===== src/power_budget_pkg.sv =====
// ****************************************************************
// power budget and strap register constants
// ****************************************************************
package power_budget_pkg;

    // register port geometry
    localparam int          ADDR_W          = 12;
    localparam int          DATA_W          = 32;
    localparam int          BE_W            = DATA_W / 8;
    localparam int          VALUE_WORDS     = 8;
    localparam int          VALUE_IDX_W     = 3;
    localparam int          SEL_W           = 8;

    // byte offsets
    localparam logic [11:0] OFS_SELECT      = 12'h284;
    localparam logic [11:0] OFS_WINDOW      = 12'h288;
    localparam logic [11:0] OFS_CAPABILITY  = 12'h28c;
    localparam logic [11:0] OFS_VALUE_BASE  = 12'h300;
    localparam logic [11:0] OFS_VALUE_LAST  = 12'h31c;
    localparam logic [11:0] OFS_STATUS      = 12'h400;

    // word index inside the value array sits in address bits 4:2
    localparam int          VALUE_IDX_LSB   = 2;
    localparam int          VALUE_IDX_MSB   = 4;

    // highest selector value that maps onto a value word
    localparam logic [7:0]  SEL_LAST_INDEX  = 8'h07;

    // field positions
    localparam int          SEL_LSB         = 0;
    localparam int          SEL_MSB         = 7;
    localparam int          SA_BIT          = 0;
    localparam int          MODE_LSB        = 0;
    localparam int          MODE_MSB        = 2;
    localparam int          CCLK_DS_BIT     = 5;
    localparam int          CCLK_US_BIT     = 6;
    localparam int          SMB_SLOW_BIT    = 7;
    localparam int          REFCLK_BIT      = 8;
    localparam int          HALT_BIT        = 9;

    // values after reset
    localparam logic [7:0]  SEL_RESET       = 8'h00;
    localparam logic        SA_RESET        = 1'b0;
    localparam logic [31:0] WINDOW_RESET    = 32'h0000_0000;
    localparam logic [31:0] ZERO_WORD       = 32'h0000_0000;

    // operating mode encodings
    localparam logic [2:0]  MODE_NORMAL     = 3'h0;
    localparam logic [2:0]  MODE_EEPROM     = 3'h1;

    // cycles from an accepted read to reg_rvalid
    localparam int          READ_LATENCY    = 2;

    // source of the word answered in the second read stage
    typedef enum logic [2:0]
    {
        SRC_IDLE = 3'b001,
        SRC_REG  = 3'b010,
        SRC_MEM  = 3'b100
    } read_source_type;

endpackage


===== src/budget_value_mem.sv =====
`timescale 1ns/100ps

// ****************************************************************
// budget value word store
// ****************************************************************
// no reset on purpose: contents are sticky and undefined at power-up
module budget_value_mem
    import power_budget_pkg::*;
#(
    parameter int WIDTH  = DATA_W,
    parameter int DEPTH  = VALUE_WORDS,
    parameter int AW     = VALUE_IDX_W
)
(
    // clock
    input  wire logic                 clk_sys,
    // write port
    input  wire logic                 wr_en,
    input  wire logic [AW-1:0]        wr_addr,
    input  wire logic [WIDTH/8-1:0]   wr_be,
    input  wire logic [WIDTH-1:0]     wr_data,
    // read port
    input  wire logic [AW-1:0]        rd_addr,
    output logic      [WIDTH-1:0]     rd_data
);

    // one byte array per lane, so no two processes share a storage variable
    for (genvar lane = 0; lane < WIDTH / 8; lane++)
    begin : g_lane
        logic [7:0] lane_ff [DEPTH];
        logic [7:0] lane_q_ff;

        // lane write plus registered read, read-first on the same word
        always_ff @(posedge clk_sys)
        begin
            if (wr_en && wr_be[lane])
            begin
                lane_ff[wr_addr] <= wr_data[lane*8 +: 8];
            end
            lane_q_ff <= lane_ff[rd_addr];
        end

        assign rd_data[lane*8 +: 8] = lane_q_ff;
    end

endmodule


===== src/power_budget_and_strap_regs.sv =====
`timescale 1ns/100ps

module power_budget_and_strap_regs
    import power_budget_pkg::*;
#(
    parameter int DWIDTH = DATA_W
)
(
    // clock and resets
    input  wire logic                 clk_sys,
    input  wire logic                 resetn,
    input  wire logic                 hot_reset,
    // configuration register port
    input  wire logic                 reg_wr,
    input  wire logic                 reg_rd,
    input  wire logic [ADDR_W-1:0]    reg_addr,
    input  wire logic [BE_W-1:0]      reg_be,
    input  wire logic [DWIDTH-1:0]    reg_wdata,
    output logic      [DWIDTH-1:0]    reg_rdata,
    output logic                      reg_rvalid,
    // unlock bits from switch control
    input  wire logic                 register_unlock,
    input  wire logic                 budget_value_unlock,
    // strap pins
    input  wire logic [2:0]           mode_strap,
    input  wire logic                 downstream_common_clock_strap,
    input  wire logic                 upstream_common_clock_strap,
    input  wire logic                 master_smbus_slow_strap,
    input  wire logic                 refclk_mode_strap,
    input  wire logic                 reset_halt_strap,
    // state seen by the rest of the switch
    output logic      [SEL_W-1:0]     budget_selector,
    output logic                      system_allocated_flag,
    output logic      [2:0]           operating_mode_field
);

    // ****************************************************************
    // state
    // ****************************************************************
    typedef struct packed
    {
        logic [SEL_W-1:0]   sel;
        logic               sa;
        logic [2:0]         mode;
        logic               cclk_ds;
        logic               cclk_us;
        logic               smb_slow;
        logic               refclk;
        logic               halt;
        read_source_type    rd_src;
        logic [DWIDTH-1:0]  rd_word;
        logic               rd_zero;
        logic [DWIDTH-1:0]  rdata;
        logic               rvalid;
    } regs_state_type;

    regs_state_type                 state_ff;
    regs_state_type                 nxt_state;

    logic                           mem_we;
    logic [VALUE_IDX_W-1:0]         mem_waddr;
    logic [VALUE_IDX_W-1:0]         mem_raddr;
    logic [DWIDTH-1:0]              mem_q;
    logic [DWIDTH-1:0]              status_word;
    logic [DWIDTH-1:0]              capability_word;
    logic [DWIDTH-1:0]              select_word;

    // ****************************************************************
    // decode helpers
    // ****************************************************************
    // shared by the read and the write decode
    function automatic logic is_value_addr(input logic [ADDR_W-1:0] addr);
        logic hit;
        hit = (addr >= OFS_VALUE_BASE) && (addr <= OFS_VALUE_LAST)
              && (addr[1:0] == 2'b00);
        return hit;
    endfunction

    function automatic logic [VALUE_IDX_W-1:0] value_index(input logic [ADDR_W-1:0] addr);
        return addr[VALUE_IDX_MSB:VALUE_IDX_LSB];
    endfunction

    // ****************************************************************
    // read words built from the current state
    // ****************************************************************
    // fields above bit 9 belong to neighbouring logic and read zero here
    always_comb
    begin
        status_word                           = ZERO_WORD;
        status_word[MODE_MSB:MODE_LSB]        = state_ff.mode;
        status_word[CCLK_DS_BIT]              = state_ff.cclk_ds;
        status_word[CCLK_US_BIT]              = state_ff.cclk_us;
        status_word[SMB_SLOW_BIT]             = state_ff.smb_slow;
        status_word[REFCLK_BIT]               = state_ff.refclk;
        status_word[HALT_BIT]                 = state_ff.halt;
        capability_word                       = ZERO_WORD;
        capability_word[SA_BIT]               = state_ff.sa;
        select_word                           = ZERO_WORD;
        select_word[SEL_MSB:SEL_LSB]          = state_ff.sel;
    end

    // ****************************************************************
    // next state
    // ****************************************************************
    // reset is synchronous, so the strap capture lives here as well
    always_comb
    begin
        nxt_state  = state_ff;
        mem_we     = 1'b0;
        mem_waddr  = value_index(reg_addr);
        mem_raddr  = value_index(reg_addr);

        // second read stage: answer from register word or memory
        nxt_state.rvalid = 1'b0;
        case (state_ff.rd_src)
            SRC_REG:
            begin
                nxt_state.rdata  = state_ff.rd_word;
                nxt_state.rvalid = 1'b1;
            end
            SRC_MEM:
            begin
                // oob selector answers zero instead of a wrapped index
                nxt_state.rdata  = state_ff.rd_zero ? ZERO_WORD : mem_q;
                nxt_state.rvalid = 1'b1;
            end
            default:
            begin
                nxt_state.rdata  = state_ff.rdata;
            end
        endcase

        // first read stage: decode and start the memory read
        nxt_state.rd_src  = SRC_IDLE;
        nxt_state.rd_zero = 1'b0;
        nxt_state.rd_word = ZERO_WORD;
        if (reg_rd)
        begin
            if (reg_addr == OFS_WINDOW)
            begin
                nxt_state.rd_src  = SRC_MEM;
                mem_raddr         = state_ff.sel[VALUE_IDX_W-1:0];
                nxt_state.rd_zero = (state_ff.sel > SEL_LAST_INDEX);
            end
            else if (is_value_addr(reg_addr))
            begin
                nxt_state.rd_src  = SRC_MEM;
            end
            else if (reg_addr == OFS_SELECT)
            begin
                nxt_state.rd_src  = SRC_REG;
                nxt_state.rd_word = select_word;
            end
            else if (reg_addr == OFS_CAPABILITY)
            begin
                nxt_state.rd_src  = SRC_REG;
                nxt_state.rd_word = capability_word;
            end
            else if (reg_addr == OFS_STATUS)
            begin
                nxt_state.rd_src  = SRC_REG;
                nxt_state.rd_word = status_word;
            end
            else
            begin
                // unmapped offsets still answer, with zero
                nxt_state.rd_src  = SRC_REG;
                nxt_state.rd_word = ZERO_WORD;
            end
        end

        // writes, also the loader's preload path; window and status take none
        if (reg_wr)
        begin
            if (reg_addr == OFS_SELECT)
            begin
                if (reg_be[0])
                begin
                    nxt_state.sel = reg_wdata[SEL_MSB:SEL_LSB];
                end
            end
            else if (reg_addr == OFS_CAPABILITY)
            begin
                if (reg_be[0] && register_unlock)
                begin
                    nxt_state.sa = reg_wdata[SA_BIT];
                end
            end
            else if (is_value_addr(reg_addr))
            begin
                mem_we = budget_value_unlock;
            end
            else if (reg_addr == OFS_WINDOW)
            begin
                nxt_state.sel = state_ff.sel;
            end
        end

        // hot reset clears selector and flag only, straps and value words are left alone
        if (hot_reset)
        begin
            nxt_state.sel = SEL_RESET;
            nxt_state.sa  = SA_RESET;
        end

        // fundamental reset: defaults, straps follow the pins
        if (!resetn)
        begin
            nxt_state.sel      = SEL_RESET;
            nxt_state.sa       = SA_RESET;
            nxt_state.mode     = mode_strap;
            nxt_state.cclk_ds  = downstream_common_clock_strap;
            nxt_state.cclk_us  = upstream_common_clock_strap;
            nxt_state.smb_slow = master_smbus_slow_strap;
            nxt_state.refclk   = refclk_mode_strap;
            nxt_state.halt     = reset_halt_strap;
            nxt_state.rd_src   = SRC_IDLE;
            nxt_state.rd_word  = ZERO_WORD;
            nxt_state.rd_zero  = 1'b0;
            nxt_state.rdata    = WINDOW_RESET;
            nxt_state.rvalid   = 1'b0;
            mem_we             = 1'b0;
        end
    end

    // ****************************************************************
    // state register
    // ****************************************************************
    always_ff @(posedge clk_sys)
    begin
        state_ff <= nxt_state;
    end

    // ****************************************************************
    // value word store
    // ****************************************************************
    // kept outside the reset path so hot and fundamental resets keep it
    budget_value_mem
    #(
        .WIDTH   (DWIDTH),
        .DEPTH   (VALUE_WORDS),
        .AW      (VALUE_IDX_W)
    )
    u_value_mem
    (
        .clk_sys (clk_sys),
        .wr_en   (mem_we),
        .wr_addr (mem_waddr),
        .wr_be   (reg_be),
        .wr_data (reg_wdata),
        .rd_addr (mem_raddr),
        .rd_data (mem_q)
    );

    // ****************************************************************
    // outputs
    // ****************************************************************
    assign reg_rdata             = state_ff.rdata;
    assign reg_rvalid            = state_ff.rvalid;
    assign budget_selector       = state_ff.sel;
    assign system_allocated_flag = state_ff.sa;
    assign operating_mode_field  = state_ff.mode;

endmodule


===== config.mk =====
export PLATFORM = sky130hd
export DESIGN_NAME = power_budget_and_strap_regs
export DESIGN_NICKNAME = d
export VERILOG_FILES = /design/src/power_budget_pkg.sv /design/src/budget_value_mem.sv /design/src/power_budget_and_strap_regs.sv
export SDC_FILE = /design/constraint.sdc
export NUM_CORES = 1
export LEC_CHECK = 0
export BUFFER_PORTS_ARGS = -buffer_cell sky130_fd_sc_hd__buf_2
export CORE_ASPECT_RATIO = 1.75
export CORE_MARGIN = 3
export CORE_UTILIZATION = 40
export CTS_CLUSTER_SIZE = 20
export DETAILED_ROUTE_END_ITERATION = 16
export PLACE_DENSITY = 0.67
export SLEW_MARGIN = 20
export SYNTH_ARGS = -nofsm -noshare
export SYNTH_HDL_FRONTEND = slang
export SYNTH_HIERARCHICAL = 1
export SYNTH_SLANG_ARGS = --single-unit

===== constraint.sdc =====
create_clock -name clk_sys -period 2.2 [get_ports clk_sys]
set_input_delay 0 -clock clk_sys [delete_from_list [all_inputs] [get_ports clk_sys]]
set_output_delay 0 -clock clk_sys [all_outputs]
set_load 0.05 [all_outputs]

==> results of run 1 <==
==> sequential cells by signal, summed over array words and instances, names as in the netlist <==
register	cells
u_value_mem/g_lane.lane_ff	256
operating_mode_field	3
state_ff	19
reg_rdata	32
u_value_mem/g_lane.lane_q_ff	32
system_allocated_flag	1
budget_selector	8
reg_rvalid	1
==> final cells by class <==
type / instances / area [um2]
clock buffer: 34 / 787
clock inverter: 22 / 323
fill: 2670 / 16800
inverter: 3 / 11.3
multi-input combinational: 298 / 3240
sequential: 352 / 9690
tap: 405 / 507
timing repair buffer: 225 / 1680
==> logic make-up (layout without fill, tap and decap cells) <==
group | count (synthesis) | in the layout
compound gates | 54 | 54
xor+xnor | 1 | 1
buf+inv | 78 | 284
flops | 352 | 352
mux | 106 | 106
simple gates | 137 | 137
==> cells in the final DEF, fill, tap and decap left out, drive strengths merged, types with 3 or more instances in the layout <==
cell type and n:
a22oi 27, a31oi 11, and3 5, buf 166
bufinv 7, clkbuf 36, clkinv 5, clkinvlp 7
dfxtp 88, dlygate4sd3 57, edfxtp 264, inv 6
mux2 33, mux2i 9, mux4 64, nand2 6
nand2b 12, nand3b 13, nand4 3, nor2 74
o21ai 10, or3b 3
==> repair_timing <==
action / in CTS / in global routing
buffers inserted: 0 / 1
hold endpoints to repair: 294 / 0
resized for setup: 0 / 5
hold buffers: 57 / 0
setup endpoints to repair: 0 / 34
==> final timing paths <==
check	end	depth (start not counted)	slack (ns)	startpoint
max	u_value_mem/g_lane[1].lane_q_ff[7]	8	0.09	reg_addr[11]
min	system_allocated_flag	5	0.03	reg_wr
max reg2reg	u_value_mem/g_lane[1].lane_q_ff[7]	4	0.25	budget_selector[0]
min reg2reg	reg_rdata[6]	2	0.47	state_ff[40]
==> where the power goes <==
part / internal (mW) / switching (mW) / leakage [nW] / total, mW
clock: 3.43 / 2.38 / 0.515 / 5.81
combinational: 0.306 / 0.315 / 2.21 / 0.622
sequential: 7.19 / 0.0304 / 3.10 / 7.22
total: 10.9 / 2.73 / 5.82 / 13.7
==> metrics by stage <==
step | area (um2) | util, %
detailed placement | 14500 | 43.8
global placement | 14500 | 43.8
finish | 16200 | 49.1
global route | 16200 | 49.1
CTS | 16100 | 48.9
floorplan | 13400 | -
==> metal layers <==
metal | wire [um] | global-route usage (%) | up-vias | part of all wire, %
met5 | 0 | 0 | - | 0
met4 | 954 | 6.40 | 0 | 3.4
met3 | 1440 | 2.49 | 60 | 5.2
met2 | 15200 | 28.2 | 214 | 55
met1 | 10200 | 17.1 | 3436 | 37
li1 | - | - | 3217 | -
==> worst max-delay path: cells and delay by family <==
family / cells / cell delay, ns
buf+inv: 3 / 0.92
simple gates: 2 / 0.47
mux: 2 / 0.83
compound gates: 1 / 0.34
==> impl_metrics.toml, run 1 <==
[drt]
drt_first_pass_iters = 4
num_vias = 6927
wirelength_mm = 27.9
antenna_left = 0
wl_per_cell_um = 20.8
vias_per_cell = 5.17
first_iter_violations = 405
drc_errors = 0

[yosys]
synth-adder-area-share_pct = 0
synth-compound-area-share_pct = 2.79
synth.most_common_cell = "edfxtp_1"
synth.distinct_cells = 46
synth-main-ff-cell = "edfxtp_1"
ys_seq_area_share_pct = 72.4
yosysWarnings = 6
synth_edf_count = 264
synthCells = 728
syn-num-nets = 791
muxShareOfSynthArea_pct = 15.3
async_flop_share_pct = 0
synth_top_family_by_area = "multiplexers"
synth_area_um2 = 13400
synth_xor_area_share_pct = 0.0655
yosysTopAreaCell = "edfxtp_1"
synth_area_leaders = "edfxtp_1, dfxtp_1, mux4_1"
netlist.area_leader.share_pct = 59.2
yosys.area_share.simple_pct = 5.54
yosys_register_bits = 352
synth.avg_cell_area_um2 = 18.4
synthTopCellsByCount = "edfxtp_1, dfxtp_1, nor2_1"

[global_route]
grt_max_degree = 33
grt.total_usage_pct = 15.2
grt_overflow = 0
antenna_found_initial = 0
grt_pass1_vias = 7271
grt_pass1_wl_mm = 41.1

[clock_network]
cts-root-buf = "clkbuf_16"
cts_buffers = 30
clock_latency_ns = 0.56
cts_buffer_depth = 3
cts_tree = "done"
cts_max_level = 1
cts.reportedPaths.clkPinSlew_ns = 0.07
clock-sinks = 352

[status]
status = "finished, final reports clean"

[critical_path]
slowest_delay_ns = 0.55
critical_path_class = "in -> reg"
worst_path_max_delay_cell = "mux4_1"
start_kind = "primary input"
cp_cell_sequence = "dlygate4sd3_1 -> buf_2 -> nor4b_4 -> and2_4 -> a41o_4 -> clkbuf_16 -> mux4_1 -> mux2_2"
cp_max_fo = 11
setup.worst_path.end_class = "flip-flop"
cp.required_ns = 2.65
cp.arrival_ns = 2.56

[place]
port-buffer-count = 107
pre_cts_ws_ns = 0.0210
dp_cells = 1223
gp_congestion = 0.827
dp_hpwl_mm = 18.1

[layout]
antenna_cells = 0
drive_above_1_share_pct = 31.5
num-nets-final = 973
final_cells = 1339
syn2layout_area_growth_pct = 21.3

[floorplan]
std_cell_rows = 88
die_h_um = 248
die-area_um2 = 35800
initial_core_util_pct = 40.5
coreArea_um2 = 33000
pin_count = 108
fp.dieW_um = 144

[sta]
relSlewSlack_pct = 61.9
setup-violations-final = 0
clock_skew_ns = 0.00680
slew_viol_final = 0
rsz0062_at_grt = "no"
hold_ws_ns = 0.0263
finalHoldViolCount = 0
setup_ws_ns = 0.0902
post-route-period-util_pct = 95.9
fin_tns_setup_ns = 0
layout_min_cycle_time_ns = 2.11
max_freq_mhz = 474
max_slew.worst_pin.slew_ns = 0.572

[hold_path]
hold_path.class = "in -> reg"

[power]
powerDensity_nw_per_um2 = 841
p_total_mw = 13.7
power_leakage_nw = 5.82
irDropWorstVdd_mv = 0.530

[job]
cap_violations = 0
No activity file was read; power rests on OpenSTA's default activity.
==> run 2, diff against run 1 <==
PLACE_DENSITY = not set   (was 0.67)
==> impl_metrics.toml, run 2 (same netlist as run 1, synthesis figures left out) <==
[status]
status = "finished, final reports clean"

[sta]
slew_viol_final = 0
finalHoldViolCount = 0
clock_skew_ns = 0.00570
relSlewSlack_pct = 36.2
hold_ws_ns = 0.0289
post-route-period-util_pct = 98.1
layout_min_cycle_time_ns = 2.16
rsz0062_at_grt = "no"
max_freq_mhz = 464
max_slew.worst_pin.slew_ns = 0.955
setup-violations-final = 0

[power]
powerDensity_nw_per_um2 = 814
power_leakage_nw = 5.74
irDropWorstVdd_mv = 0.543

[critical_path]
cp.arrival_ns = 2.59
slowest_delay_ns = 0.59
cp.required_ns = 2.63
worst_path_max_delay_cell = "mux4_1"
critical_path_class = "in -> reg"
start_kind = "primary input"
setup.worst_path.end_class = "flip-flop"
cp_cell_sequence = "dlygate4sd3_1 -> buf_2 -> nor4_2 -> and2_1 -> a41o_4 -> buf_12 -> mux4_1 -> mux2_2"
cp_max_fo = 10

[job]
cap_violations = 0

[layout]
final_cells = 1331
largest-register = "u_value_mem/g_lane.lane_ff"
nFillCells = 2756
drive_above_1_share_pct = 30.8
syn2layout_area_growth_pct = 19.6
largest_reg_flops = 256
layout_common_cells = "edfxtp_1, buf_2, dfxtp_1, nor2_1, dlygate4sd3_1"
layout.cells.most_common = "edfxtp_1"
seqCellArea_um2 = 9690
antenna_cells = 0
multi_input_comb_area_um2 = 3220
stdcell_area_um2 = 16000
num-nets-final = 967

[clock_network]
clock-sinks = 352
cts_buffer_depth = 3
clock_latency_ns = 0.55
cts_tree = "done"
cts.reportedPaths.clkPinSlew_ns = 0.07
cts-root-buf = "clkbuf_16"
cts_max_level = 1
cts_buffers = 29

[drt]
num_vias = 6855
vias_per_cell = 5.15
drt_first_pass_iters = 4
antenna_left = 0
wirelength_mm = 27.6
wl_per_cell_um = 20.8
drc_errors = 0
first_iter_violations = 488

[floorplan]
die-area_um2 = 35800
die_h_um = 248
fp.dieW_um = 144
coreArea_um2 = 33000
std_cell_rows = 88
pin_count = 108
initial_core_util_pct = 40.5

[global_route]
grt_max_degree = 33
antenna_found_initial = 0
grt.total_usage_pct = 15.4
grt_overflow = 0
grt_pass1_wl_mm = 41.0
grt_pass1_vias = 7108

[place]
gp_congestion = 0.815
place_area_um2 = 14500
dp_cells = 1223
dp_hpwl_mm = 18.1
port-buffer-count = 107

[hold_path]
hold_path.class = "in -> reg"
-- run 2: changes by cell type in the layout (fill, tap and decap cells not counted), moves of 2 or more --
cell | before | now
inv_6 | 3 | 0
clkinv_2 | 0 | 5
clkbuf_16 | 33 | 30
clkbuf_8 | 0 | 2
bufinv_16 | 7 | 4
clkinvlp_4 | 7 | 4
clkbuf_1 | 3 | 7
dlygate4sd3_1 | 57 | 53
clkinv_4 | 3 | 0
-- run 2: power by group --
group	internal, mW	switching (mW)	leakage [nW]
sequential	7.19	0.0345	3.10
clock	2.97	2.23	0.460
combinational	0.298	0.311	2.18
total	10.5	2.57	5.74
-- run 2: area by class of cell --
class | count | share of cell area, %
sequential | 352 | 60.5
multi-input combinational | 298 | 20.1
timing repair buffer | 220 | 10.1
clock buffer | 38 | 4.87
tap | 405 | 3.17
clock inverter | 15 | 1.14
inverter | 3 | 0.0704
-- run 2: path summary, 6_finish.rpt --
check | slack [ns] | end | depth (start not counted) | startpoint
setup / recovery | 0.04 | u_value_mem/g_lane[3].lane_q_ff[2] | 8 | reg_addr[5]
hold / removal | 0.03 | state_ff[33] | 3 | reg_addr[3]
setup reg to reg | 0.25 | u_value_mem/g_lane[3].lane_q_ff[2] | 4 | budget_selector[0]
hold reg to reg | 0.46 | reg_rdata[9] | 2 | state_ff[43]
-- run 2: what timing repair did --
item / in CTS / in global routing
resized for setup: 0 / 3
buffers inserted: 0 / 0
hold endpoints to repair: 292 / 0
hold buffers: 54 / 0
endpoints found under the setup margin: 0 / 17
-- run 2: routing by layer --
layer	part of all wire, %	vias to the layer above	GRT usage [%]	wire length, um
li1	-	3197	-	-
met5	0	-	0	0
met3	4.9	50	2.56	1350
met4	3.0	0	5.38	827
met1	38	3430	17.4	10400
met2	55	178	28.9	15100
-- run 2: per-stage QoR --
stage / TNS (ns) / util (%) / power (mW) / worst slack (ns)
floorplan: 0 / - / 7.67 / 0.0849
global placement: 0 / 43.8 / 7.89 / 0.0442
detailed placement: -0.0280 / 43.8 / 7.90 / -0.0280
CTS: 0 / 48.3 / 13.2 / 0.0505
global route: 0 / 48.4 / 13.5 / 0.00270
finish: 0 / 48.4 / 13.0 / 0.0427
-- run 2: critical path, delay by kind of cell --
family          cells  cell delay (ns)
mux                 2             0.87
buf+inv             3             0.87
compound gates      1             0.36
simple gates        2             0.48
==> run 3, diff against run 2 <==
ABC_AREA = 1   (was not set)
==> impl_metrics.toml, run 3 <==
[drt]
vias_per_cell = 4.65
num_vias = 10200
antenna_left = 0
wl_per_cell_um = 15.5
wirelength_mm = 33.9
drt_first_pass_iters = 5
wl_met3_mm = 1.49
wl_met2_mm = 17.5
top_layer = "met5"
first_iter_violations = 543
drc_errors = 0
met1_length_mm = 13.7

[yosys]
synth-adder-area-share_pct = 0
yosys_register_bits = 352
async_flop_share_pct = 0
synthCells = 1543
synth-main-ff-cell = "edfxtp_1"
netlist.area_leader.share_pct = 53.3
synth.avg_cell_area_um2 = 9.63
synth_area_leaders = "edfxtp_1, nand2_1, dfxtp_1"
synthTopCellsByCount = "nand2_1, inv_1, edfxtp_1"
ys_seq_area_share_pct = 65.2
synth_area_um2 = 14900
synth_edf_count = 264
muxShareOfSynthArea_pct = 0
synth.distinct_cells = 30
synth_xor_area_share_pct = 0
yosysTopAreaCell = "edfxtp_1"
synth-compound-area-share_pct = 2.30
synth_top_family_by_area = "simple AND/OR/NAND/NOR gates"
syn-num-nets = 1606
yosys.area_share.simple_pct = 20.6
synth.most_common_cell = "nand2_1"
yosysWarnings = 6

[floorplan]
coreArea_um2 = 36400
pin_count = 108
initial_core_util_pct = 40.9
std_cell_rows = 92
die-area_um2 = 39600
fp.dieW_um = 152
die_h_um = 261

[critical_path]
worst_path_max_delay_cell = "dlygate4sd3_1"
cp.arrival_ns = 2.49
cp_cell_sequence = "dlygate4sd3_1 -> buf_2 -> inv_1 -> nand2_1 -> nor2_4 -> dlygate4sd3_1 -> nand3_2 -> a21oi_1 -> dlygate4sd3_1"
r2r-start = "budget_selector[0]"
rr_worst_depth = 8
r2r_setup_slack_ns = 0.52
crit_top_cell = "dlygate4sd3_1"
cp_max_fo = 4
cp-endpoint = "state_ff[68]"
worstReg2RegEnd = "u_value_mem/g_lane[2].lane_q_ff[4]"
setup.worst_path.end_class = "flip-flop"
start_kind = "primary input"
startpoint = "reg_addr[5]"
cp.required_ns = 2.71
critical_path_class = "in -> reg"
slowest_delay_ns = 0.61

[clock_network]
cts_tree = "done"
cts_resized = 0
post-cts-setup-buffers = 0
cts_buffer_depth = 3
cts-root-buf = "clkbuf_16"
clock_latency_ns = 0.57
cts_buffers = 30
clock-sinks = 352
cts_max_level = 1
cts.reportedPaths.clkPinSlew_ns = 0.07

[global_route]
antenna_found_initial = 4
grt_pass1_vias = 10000
grt_overflow = 0
grt_max_degree = 81
grt_pass1_wl_mm = 53.0
grt.total_usage_pct = 17.1

[status]
status = "finished, final reports clean"

[power]
powerDensity_nw_per_um2 = 768
irDropWorstVdd_mv = 0.504
p_total_mw = 13.4
power_leakage_nw = 7.85

[layout]
num-nets-final = 1754
syn2layout_area_growth_pct = 17.1
drive_above_1_share_pct = 13.4
largest-register = "u_value_mem/g_lane.lane_ff"
largest_reg_flops = 256
layout.cells.most_common = "nand2_1"
layout_common_cells = "nand2_1, inv_1, edfxtp_1, nand3_1, buf_2"
stdcell_area_um2 = 17400

[place]
port-buffer-count = 107
pre_cts_ws_ns = 0.224
dp_hpwl_mm = 21.2
gp_congestion = 0.809
place_area_um2 = 15800

[sta]
setup_ws_ns = 0.225
hold_ws_ns = 0.0303
clock_skew_ns = 0.0141
max_freq_mhz = 506
setup-violations-final = 0
fin_tns_setup_ns = 0
slew_viol_final = 0
relSlewSlack_pct = 60.4
rsz0062_at_grt = "no"
finalHoldViolCount = 0
layout_min_cycle_time_ns = 1.98
max_slew.worst_pin.slew_ns = 0.592
post-route-period-util_pct = 89.8

[job]
cap_violations = 0

[hold_path]
hold_path.class = "in -> reg"
==> run 3: cell count changes in the layout (fill, tap and decap cells not counted), sizes merged, moves of 8 or more <==
cell	before	now
nand2b	12	0
a22oi	27	0
o21ai	10	32
nand3	1	146
mux4	64	0
dlygate4sd3	53	61
a31oi	11	0
inv	3	289
nand3b	13	1
a21oi	1	34
buf	165	157
nand2	6	507
mux2	33	0
mux2i	9	0
==> run 3: layout make-up <==
class | instances | area [um2]
well taps | 470 | 588
diodes | 1 | 2.50
flip-flops and latches | 352 | 9690
clock inverters | 15 | 156
repair buffers | 218 | 1620
inverters | 287 | 1080
multi-input cells | 802 | 3420
fillers | 3357 | 19000
clock buffers | 41 | 848
==> run 3: critical path, delay by kind of cell <==
family,cells,cell delay (ns)
buffers and inverters,5,1.93
AOI/OAI and AO/OA,1,0.17
and+or+nand+nor,3,0.40
==> run 3: repair_timing <==
item	CTS	global route
endpoints found under the setup margin	0	0
hold buffers	61	0
endpoints found under the hold margin	295	0
==> run 3: cell families after synthesis <==
kind of cell	after synthesis
simple gates	735
compound gates	67
buf+inv	389
flops	352
==> run 3: where the power goes <==
group	leakage, nW	internal (mW)	switching [mW]
logic	4.26	0.268	0.484
clock network	0.489	3.06	2.33
registers	3.10	7.20	0.0347
==> run 3: per-stage QoR <==
step	utilization (%)	cells
6_report	47.9	2186
5_1_grt	47.9	2186
4_1_cts	47.9	2185
3_5_place_dp	43.4	2068
3_3_place_gp	43.4	2068
2_1_floorplan	-	1543
==> run 3: worst min-delay path by stage <==
stage	from	end	slack [ns]	cells after the start
detailed placement	master_smbus_slow_strap	state_ff[71]	0.18	1
finish	reg_addr[1]	state_ff[33]	0.03	6
global route	reg_addr[1]	state_ff[33]	0.04	6
CTS	reg_addr[1]	state_ff[33]	0.003	6
global placement	mode_strap[2]	operating_mode_field[2]	0.18	1
floorplan	mode_strap[0]	operating_mode_field[0]	0.1	0
==> run 3: metal layers <==
| metal | vias to the layer above | GRT usage (%) |
|---|---|---|
| li1 | 5065 | - |
| met1 | 4791 | 20.2 |
| met2 | 238 | 31.0 |
| met3 | 71 | 2.34 |
| met4 | 6 | 6.82 |
| met5 | - | 0 |
